**config.mk**
```make
export PLATFORM = sky130hd
export DESIGN_NAME = external_bus_controller
export DESIGN_NICKNAME = d
export VERILOG_FILES = /design/src/rtl/ext_bus_pkg.sv /design/src/rtl/external_bus_controller.sv
export SDC_FILE = /design/constraint.sdc
export NUM_CORES = 1
export LEC_CHECK = 0
export ABC_AREA = 1
export BUFFER_PORTS_ARGS = -buffer_cell sky130_fd_sc_hd__buf_2
export CAP_MARGIN = 20
export CORE_MARGIN = 5
export CORE_UTILIZATION = 57
export CTS_CLUSTER_SIZE = 14
export DETAILED_ROUTE_END_ITERATION = 8
export HOLD_SLACK_MARGIN = 0.12
export PLACE_DENSITY = 0.91
export SYNTH_ARGS = -nofsm -noshare
export SYNTH_HDL_FRONTEND = slang
export SYNTH_SLANG_ARGS = --single-unit
```
**constraint.sdc**
```tcl
create_clock -name clk -period 1.7 [get_ports clk]
set_input_delay 0.34 -clock clk [delete_from_list [all_inputs] [get_ports clk]]
set_output_delay 0.34 -clock clk [all_outputs]
set_load 0.005 [all_outputs]
```
**src/rtl/ext_bus_pkg.sv**
```systemverilog
package ext_bus_pkg;
   localparam int NUM_REGS = 10;
   localparam int REG_W    = 16;
   localparam int DATA_W   = 32;
   localparam int ADDR_W   = 32;
   localparam int OFS_W    = 25;

   // register word addresses, reset values, write key
   localparam logic [ADDR_W-1:0] REG_OFS [NUM_REGS] = '{
      32'h0FFFFFC0, 32'h0FFFFFC4, 32'h0FFFFFE0, 32'h0FFFFFE4, 32'h0FFFFFE8,
      32'h0FFFFFEC, 32'h0FFFFFF0, 32'h0FFFFFF8, 32'h0FFFFFFC, 32'hFFFFFFF4};
   localparam logic [REG_W-1:0] REG_RST [NUM_REGS] = '{
      16'h000B, 16'h0000, 16'h03F0, 16'h00FC, 16'hAAFF,
      16'h0000, 16'h0000, 16'h0000, 16'h0F00, 16'h0000};
   localparam int IDX_WAIT_CTRL_2      = 0;
   localparam int IDX_WAIT_CTRL_3      = 1;
   localparam int IDX_BUS_CTRL_1       = 2;
   localparam int IDX_BUS_CTRL_2       = 3;
   localparam int IDX_WAIT_CTRL_1      = 4;
   localparam int IDX_MEMORY_TYPE_CTRL = 5;
   localparam int IDX_REFRESH_CTRL     = 6;
   localparam int IDX_REFRESH_CONST    = 7;
   localparam int IDX_BUS_CTRL_3       = 8;
   localparam int IDX_REFRESH_COUNTER  = 9;

   localparam logic [REG_W-1:0]  WRITE_KEY = 16'hA55A;
   localparam logic [ADDR_W-1:0] HALF_OFS  = 32'h00000002;
   localparam logic [3:0]        BE_WORD   = 4'hF;
   localparam logic [3:0]        BE_HALF   = 4'h3;

   // memory type field of bus_ctrl_1
   localparam int DRAM_LSB = 0;

   // address decode fields
   localparam int          SPACE_LSB  = 25;
   localparam int          CT_BIT     = 29;
   localparam int          PAGE_LSB   = 12;
   localparam logic [2:0]  NUM_SPACES = 3'h5;
   localparam logic [1:0]  TOP_EXT    = 2'h0;
   localparam logic [2:0]  TOP_PURGE  = 3'h2;
   localparam logic [2:0]  TOP_ADDR_ARR = 3'h3;
   localparam logic [19:0] PG_XRAM    = 20'h1000E;
   localparam logic [19:0] PG_YRAM    = 20'h1001E;
   localparam logic [19:0] PG_DATA_ARR = 20'hC0000;
   localparam logic [19:0] PG_SDMODE0 = 20'hFFFF0;
   localparam logic [19:0] PG_SDMODE1 = 20'hFFFF8;
endpackage

```
**src/rtl/external_bus_controller.sv**
```systemverilog
// How it works
// every controller register keeps exactly sixteen bits of state
// word reads return the register in low half, upper half zero
// word writes land only when upper sixteen data bits equal the key
// half-word accesses read only; half-word writes change nothing
// half-word address of each register is its word address plus two
// software touches only space zero until memory settings are programmed
// reset loads the three bus control registers with their initial values
// reset loads the three wait control registers with their initial values
// reset clears memory type, refresh control, counter and constant
// spaces zero and one decoded as 32-Mbyte blocks from address zero
// spaces two, three and four decoded at their fixed bases
// cache-through addresses reach the same external memory as cached ones
// two 4-kbyte windows route to on-chip X and Y RAM
// purge, address array and data array spaces go to cache control
// both 4-kbyte SDRAM mode windows decode as mode programming
// SDRAM in space two always uses auto-precharge
// SDRAM in space three may keep a bank open
// software never accesses reserved regions
// rejected register writes still complete normally on the bus
// only the decoded space's select is asserted during the cycle
//
// Design decision made here: the Avalon-MM slave port.
`timescale 1ns/10ps
module external_bus_controller
   import ext_bus_pkg::*;
(
   input  wire logic              clk,
   input  wire logic              reset_n,
   input  wire logic [ADDR_W-1:0] address,
   input  wire logic              read,
   input  wire logic              write,
   input  wire logic [3:0]        byteenable,
   input  wire logic [DATA_W-1:0] writedata,
   output logic      [DATA_W-1:0] readdata,
   output logic                   waitrequest,
   input  wire logic              acc_valid,
   input  wire logic [ADDR_W-1:0] acc_addr,
   output logic                   space_zero_select,
   output logic                   space_one_select,
   output logic                   space_two_select,
   output logic                   space_three_select,
   output logic                   space_four_select,
   output logic                   cache_through,
   output logic      [OFS_W-1:0]  ext_offset,
   output logic                   xram_select,
   output logic                   yram_select,
   output logic                   purge_select,
   output logic                   addr_array_select,
   output logic                   data_array_select,
   output logic                   sdram_mode_select,
   output logic                   auto_precharge,
   output logic                   bank_active_ok
);

   logic [REG_W-1:0]  regs_r [NUM_REGS];
   logic [NUM_REGS-1:0] hit_word;
   logic [NUM_REGS-1:0] hit_half;
   logic              req;
   logic              done;
   logic              word_wr;
   logic [DATA_W-1:0] rd_nxt;
   logic [2:0]        dram_mode;
   logic              cs2_sdram;
   logic              cs3_sdram;
   logic [2:0]        space_idx;
   logic              ext_hit;
   logic [4:0]        cs_nxt;
   logic [19:0]       page;

   assign req  = read | write;
   assign done = req & ~waitrequest;

   // read path packs one register into the low half of a bus word;
   // the external offset must span exactly one space
   if (DATA_W != 2 * REG_W) begin : g_bad_width
      $error("bus word is not two registers wide");
   end
   if (OFS_W != SPACE_LSB) begin : g_bad_offset
      $error("offset width does not match the space size");
   end
   if (NUM_REGS < 1 || PAGE_LSB >= SPACE_LSB) begin : g_bad_map
      $error("register map or page size does not fit");
   end

   // one wait state: request sampled, answered the next edge
   // always completes
   always_ff @(posedge clk or negedge reset_n) begin
      if (!reset_n) begin
         waitrequest <= 1'b1;
      end else begin
         waitrequest <= ~(req & waitrequest);
      end
   end

   // half-word alias at plus two
   for (genvar i = 0; i < NUM_REGS; i++) begin : g_hit
      assign hit_word[i] = (address == REG_OFS[i]) && (byteenable == BE_WORD);
      assign hit_half[i] = (address == REG_OFS[i] + HALF_OFS) && (byteenable == BE_HALF);
   end

   // keyed word write only
   // no half-word write path
   assign word_wr = done & write & (writedata[DATA_W-1:REG_W] == WRITE_KEY);

   // sixteen bits per register
   // bus control reset values
   // wait control reset values
   // cleared registers
   for (genvar i = 0; i < NUM_REGS; i++) begin : g_reg
      always_ff @(posedge clk or negedge reset_n) begin
         if (!reset_n) begin
            regs_r[i] <= REG_RST[i];
         end else if (word_wr && hit_word[i]) begin
            regs_r[i] <= writedata[REG_W-1:0];
         end
      end
   end

   // upper half reads zero
   always_comb begin
      rd_nxt = '0;
      for (int i = 0; i < NUM_REGS; i++) begin
         if (hit_word[i] || hit_half[i]) begin
            rd_nxt = {{(DATA_W-REG_W){1'b0}}, regs_r[i]};
         end
      end
   end

   // unmapped reads return zero; data held through the answer cycle
   always_ff @(posedge clk or negedge reset_n) begin
      if (!reset_n) begin
         readdata <= '0;
      end else if (read && waitrequest) begin
         readdata <= rd_nxt;
      end
   end

   // memory type of spaces two and three steers the SDRAM policy
   assign dram_mode = regs_r[IDX_BUS_CTRL_1][DRAM_LSB +: 3];
   assign cs2_sdram = dram_mode[2] & ~dram_mode[1];
   assign cs3_sdram = dram_mode[0] & ~dram_mode[1];

   assign space_idx = acc_addr[SPACE_LSB +: 3];
   assign page      = acc_addr[ADDR_W-1:PAGE_LSB];
   // alias bit ignored for space index
   assign ext_hit   = (acc_addr[ADDR_W-1 -: 2] == TOP_EXT) && !acc_addr[CT_BIT-1]
                      && (space_idx < NUM_SPACES);

   // spaces zero and one
   // spaces two to four
   always_comb begin
      cs_nxt = '0;
      if (acc_valid && ext_hit) begin
         cs_nxt[space_idx] = 1'b1;
      end
   end

   // selects follow the request, one at a time
   always_ff @(posedge clk or negedge reset_n) begin
      if (!reset_n) begin
         space_zero_select  <= 1'b0;
         space_one_select   <= 1'b0;
         space_two_select   <= 1'b0;
         space_three_select <= 1'b0;
         space_four_select  <= 1'b0;
      end else begin
         space_zero_select  <= cs_nxt[0];
         space_one_select   <= cs_nxt[1];
         space_two_select   <= cs_nxt[2];
         space_three_select <= cs_nxt[3];
         space_four_select  <= cs_nxt[4];
      end
   end

   // same offset in either alias
   always_ff @(posedge clk or negedge reset_n) begin
      if (!reset_n) begin
         cache_through <= 1'b0;
         ext_offset    <= '0;
      end else begin
         cache_through <= acc_valid & ext_hit & acc_addr[CT_BIT];
         ext_offset    <= acc_addr[OFS_W-1:0];
      end
   end

   // on-chip RAM windows
   always_ff @(posedge clk or negedge reset_n) begin
      if (!reset_n) begin
         xram_select <= 1'b0;
         yram_select <= 1'b0;
      end else begin
         xram_select <= acc_valid && (page == PG_XRAM);
         yram_select <= acc_valid && (page == PG_YRAM);
      end
   end

   // cache control spaces
   always_ff @(posedge clk or negedge reset_n) begin
      if (!reset_n) begin
         purge_select      <= 1'b0;
         addr_array_select <= 1'b0;
         data_array_select <= 1'b0;
      end else begin
         purge_select      <= acc_valid && (acc_addr[ADDR_W-1 -: 3] == TOP_PURGE)
                              && !acc_addr[CT_BIT-1] && (space_idx < NUM_SPACES);
         addr_array_select <= acc_valid && (acc_addr[ADDR_W-1 -: 3] == TOP_ADDR_ARR);
         data_array_select <= acc_valid && (page == PG_DATA_ARR);
      end
   end

   // SDRAM mode windows
   always_ff @(posedge clk or negedge reset_n) begin
      if (!reset_n) begin
         sdram_mode_select <= 1'b0;
      end else begin
         sdram_mode_select <= acc_valid && ((page == PG_SDMODE0) || (page == PG_SDMODE1));
      end
   end

   // space two never leaves a bank open, space three may
   // forced auto-precharge
   // bank-active allowed
   always_ff @(posedge clk or negedge reset_n) begin
      if (!reset_n) begin
         auto_precharge <= 1'b0;
         bank_active_ok <= 1'b0;
      end else begin
         auto_precharge <= cs_nxt[2] & cs2_sdram;
         bank_active_ok <= cs_nxt[3] & cs3_sdram;
      end
   end

   logic rst_seen_r;
   always_ff @(posedge clk or negedge reset_n) begin
      if (!reset_n) begin
         rst_seen_r <= 1'b1;
      end else begin
         rst_seen_r <= 1'b0;
      end
   end
endmodule

```
==> impl_metrics.tcl <==
set metrics [dict create \
    gp_congestion 0.9201 \
    synth_area_leaders "dfrtp_1, nand2_1, dfstp_2" \
    clock_skew_ns 0.02654 \
    worstPathMaxFanout 8 \
    post-route-cell-area_um2 14160 \
    crit_type "input port to flip-flop" \
    yosysSeqAreaShare_pct 52.57 \
    finalSetupViolCount 16 \
    final_util_pct 79.10 \
    grt_overflow_total 0 \
    r2r_cells 8 \
    reg2reg_setup_slack_ns 0 \
    dp_hpwl_mm 19.77 \
    end_kind "flip-flop" \
    synthesis.instances 1283 \
    yosysUniqueCellTypes 37 \
    synth_seq_cells 216 \
    layout_common_cells "nand2_1, dfrtp_1, buf_2" \
    design.portCount 177 \
    yosys_warnings 0 \
    crit_top_cell "nand2_1" \
    cts_root_buffer "clkbuf_16" \
    grt_pass1_vias 10150 \
    min_path_type "input port to flip-flop" \
    clock_sinks 216 \
    hold_viol_final 0 \
    clkTransAtPathRegs_ns 0.06 \
    wirelength_mm 37.02 \
    cp_top_family "simple AND/OR/NAND/NOR gates" \
    p_leak_nw 6.817 \
    drt_iter0_drc 1554 \
    drv_cap 0 \
    violations "setup timing" \
    crit_buf_inv 3 \
    fp.dieW_um 144.8 \
    min_from "acc_addr[28]" \
    synth_top_area_cell "dfrtp_1" \
    drc 0 \
    slowest_delay_ns 0.29 \
    core_area_um2 17900 \
    die_h_um 144.8 \
    postPlaceCellArea_um2 12200 \
    viasPerCell 6.080 \
    netlist_area_um2 10360 \
    final_nets 1667 \
    insertion_delay_ns 0.51 \
    vias 10990 \
    fp.dieArea_um2 20970 \
    slew_violations 0 \
    cp-start-kind "input port" \
    rr_startpoint "waitrequest" \
    htree_levels 1 \
    finalSetupTns_ns -1.837 \
    layout-drive-gt1-share_pct 30.63 \
    status "finished with violations" \
    final_common_cell "nand2_1" \
    cp_cell_sequence "buf_2, nand2_1, inv_1, nand2_2, nor2_4, nand2_4, nor2_4, clkbuf_16, nand3_1, nand3_1, nand2_1, nand2_1, nand2_1, nand2_1, nand2_1, nand2_1, nand2_1, a21oi_1" \
    arrival_ns 2.34 \
    avgSynthCellArea_um2 8.074 \
    grt_max_degree 42 \
    area.sequential_um2 5445 \
    hold_ws_ns 0.1722 \
    irDropWorstVdd_uv 865.8 \
    rows 49 \
    fin_crit_sh_pct 111.9 \
    firstDrtPassIters 8 \
    worst_path_max_delay_cell "nor2_4" \
    fin_crit_ns 1.902 \
    fmax_ghz 0.5256 \
    required_ns 2.13 \
    grt_usage_pct 28.83 \
    setup_slack_ns -0.2025 \
    rsz0062_at_grt "yes" \
    grt_pass1_wl_mm 48.82 \
    regToRegEndpoint "regs_r[108]" \
    portBuffers 160 \
    area_growth_pct 36.71 \
    cts_tree "done" \
    cts_buffers 21 \
    fillers 1028 \
    antenna_found_initial 0 \
    initial_core_util_pct 57.86 \
    clockBufferDepth 3 \
    holdPathStages 3 \
    wl_per_cell_um 20.49 \
    antenna_left 0 \
    synth_top_area_share_pct 44.45 \
    whs_endpoint "yram_select" \
    multi_input_area_um2 4537 \
    powerDensity_nw_per_um2 785.5 \
]
tightest hold or removal path: cells and delay by family:
family | cells | cell delay (ns)
and+or+nand+nor | 2 | 0.15
buffers and inverters | 1 | 0.12
synth_stat cells:
cell / instances
a21oi_1: 62
a21oi_2: 1
a21oi_4: 1
and2_1: 1
buf_2: 35
buf_4: 20
buf_6: 4
clkbuf_1: 15
clkbuf_2: 1
conb_1: 1
dfrtp_1: 184
dfstp_2: 32
inv_1: 122
inv_2: 9
nand2_1: 391
nand2_2: 3
nand3_1: 93
nand3_2: 2
nand3b_1: 2
nand4_1: 16
nand4_2: 6
nor2_1: 50
nor2_2: 9
nor3_1: 13
nor3_2: 4
nor3_4: 2
nor3b_1: 1
nor4_1: 12
nor4_2: 1
nor4b_1: 1
o21ai_0: 55
o21ai_1: 107
o21ai_2: 2
o21ai_4: 1
o41ai_1: 1
or2_0: 20
or2_2: 3
worst max-delay path by stage:
| stage | start | endpoint | slack, ns | depth (start not counted) |
|---|---|---|---|---|
| 6_report | address[27] | readdata[5] | -0.20 | 18 |
| 2_1_floorplan | writedata[21] | regs_r[126] | -0.04 | 9 |
| 3_5_place_dp | byteenable[1] | readdata[12] | -0.44 | 18 |
| 4_1_cts | address[1] | readdata[5] | 0.04 | 19 |
| 5_1_grt | address[27] | readdata[5] | -0.28 | 18 |
| 3_3_place_gp | address[15] | readdata[1] | -0.39 | 17 |
final cells by class:
class                      count  share of cell area (%)
sequential                   216                   38.45
multi-input combinational    876                   32.04
timing repair buffer         316                   18.98
clock buffer                  34                   4.268
inverter                     131                   3.525
tap                          229                   2.023
clock inverter                 4                  0.6980
antenna                        1                 0.01767
metrics by stage:
stage / total power [mW] / worst slack (ns) / std cells
4_1_cts: 10.95 / 0.03991 / 1780
6_report: 11.12 / -0.2025 / 1807
2_1_floorplan: 5.650 / -0.04297 / 1298
3_3_place_gp: 6.121 / -0.3905 / 1710
3_5_place_dp: 6.143 / -0.4421 / 1710
5_1_grt: 11.40 / -0.2839 / 1806
report_power, final:
part | internal (mW) | switching, mW | leakage (nW)
Combinational | 0.376 | 0.553 | 3.66
Sequential | 5.24 | 0.0563 | 2.81
Clock | 2.89 | 2.00 | 0.339
Total | 8.51 | 2.61 | 6.82
registers in the layout, summed over array words and instances (netlist names), 3 cells and up:
signal	cells
ext_offset	25
readdata	16
regs_r	157
dram_mode	3
cell families (layout without fill, tap and decap cells):
| group | after synthesis | count (layout) | synth area share (%) |
|---|---|---|---|
| buffers and inverters | 206 | 485 | 8.914 |
| AO/OA/AOI/OAI | 230 | 230 | 11.47 |
| AND/OR/NAND/NOR | 630 | 630 | 27.01 |
| flip-flops | 216 | 216 | 52.57 |
| other | 1 | 17 | 0.03620 |
per-layer routing:
layer  track usage, %  share of wire [%]
met1            34.52                 33
met4            12.96                6.9
met3            3.845                 11
met5                0                  0
met2            51.72                 49
what timing repair did:
item                                    4_1_cts  5_1_grt
endpoints found under the setup margin        0       18
endpoints found under the hold margin       195        0
hold buffers                                 32        0
buffers inserted                              0       13
gates resized for setup                       0      135
(Power assumes the default switching activity.)
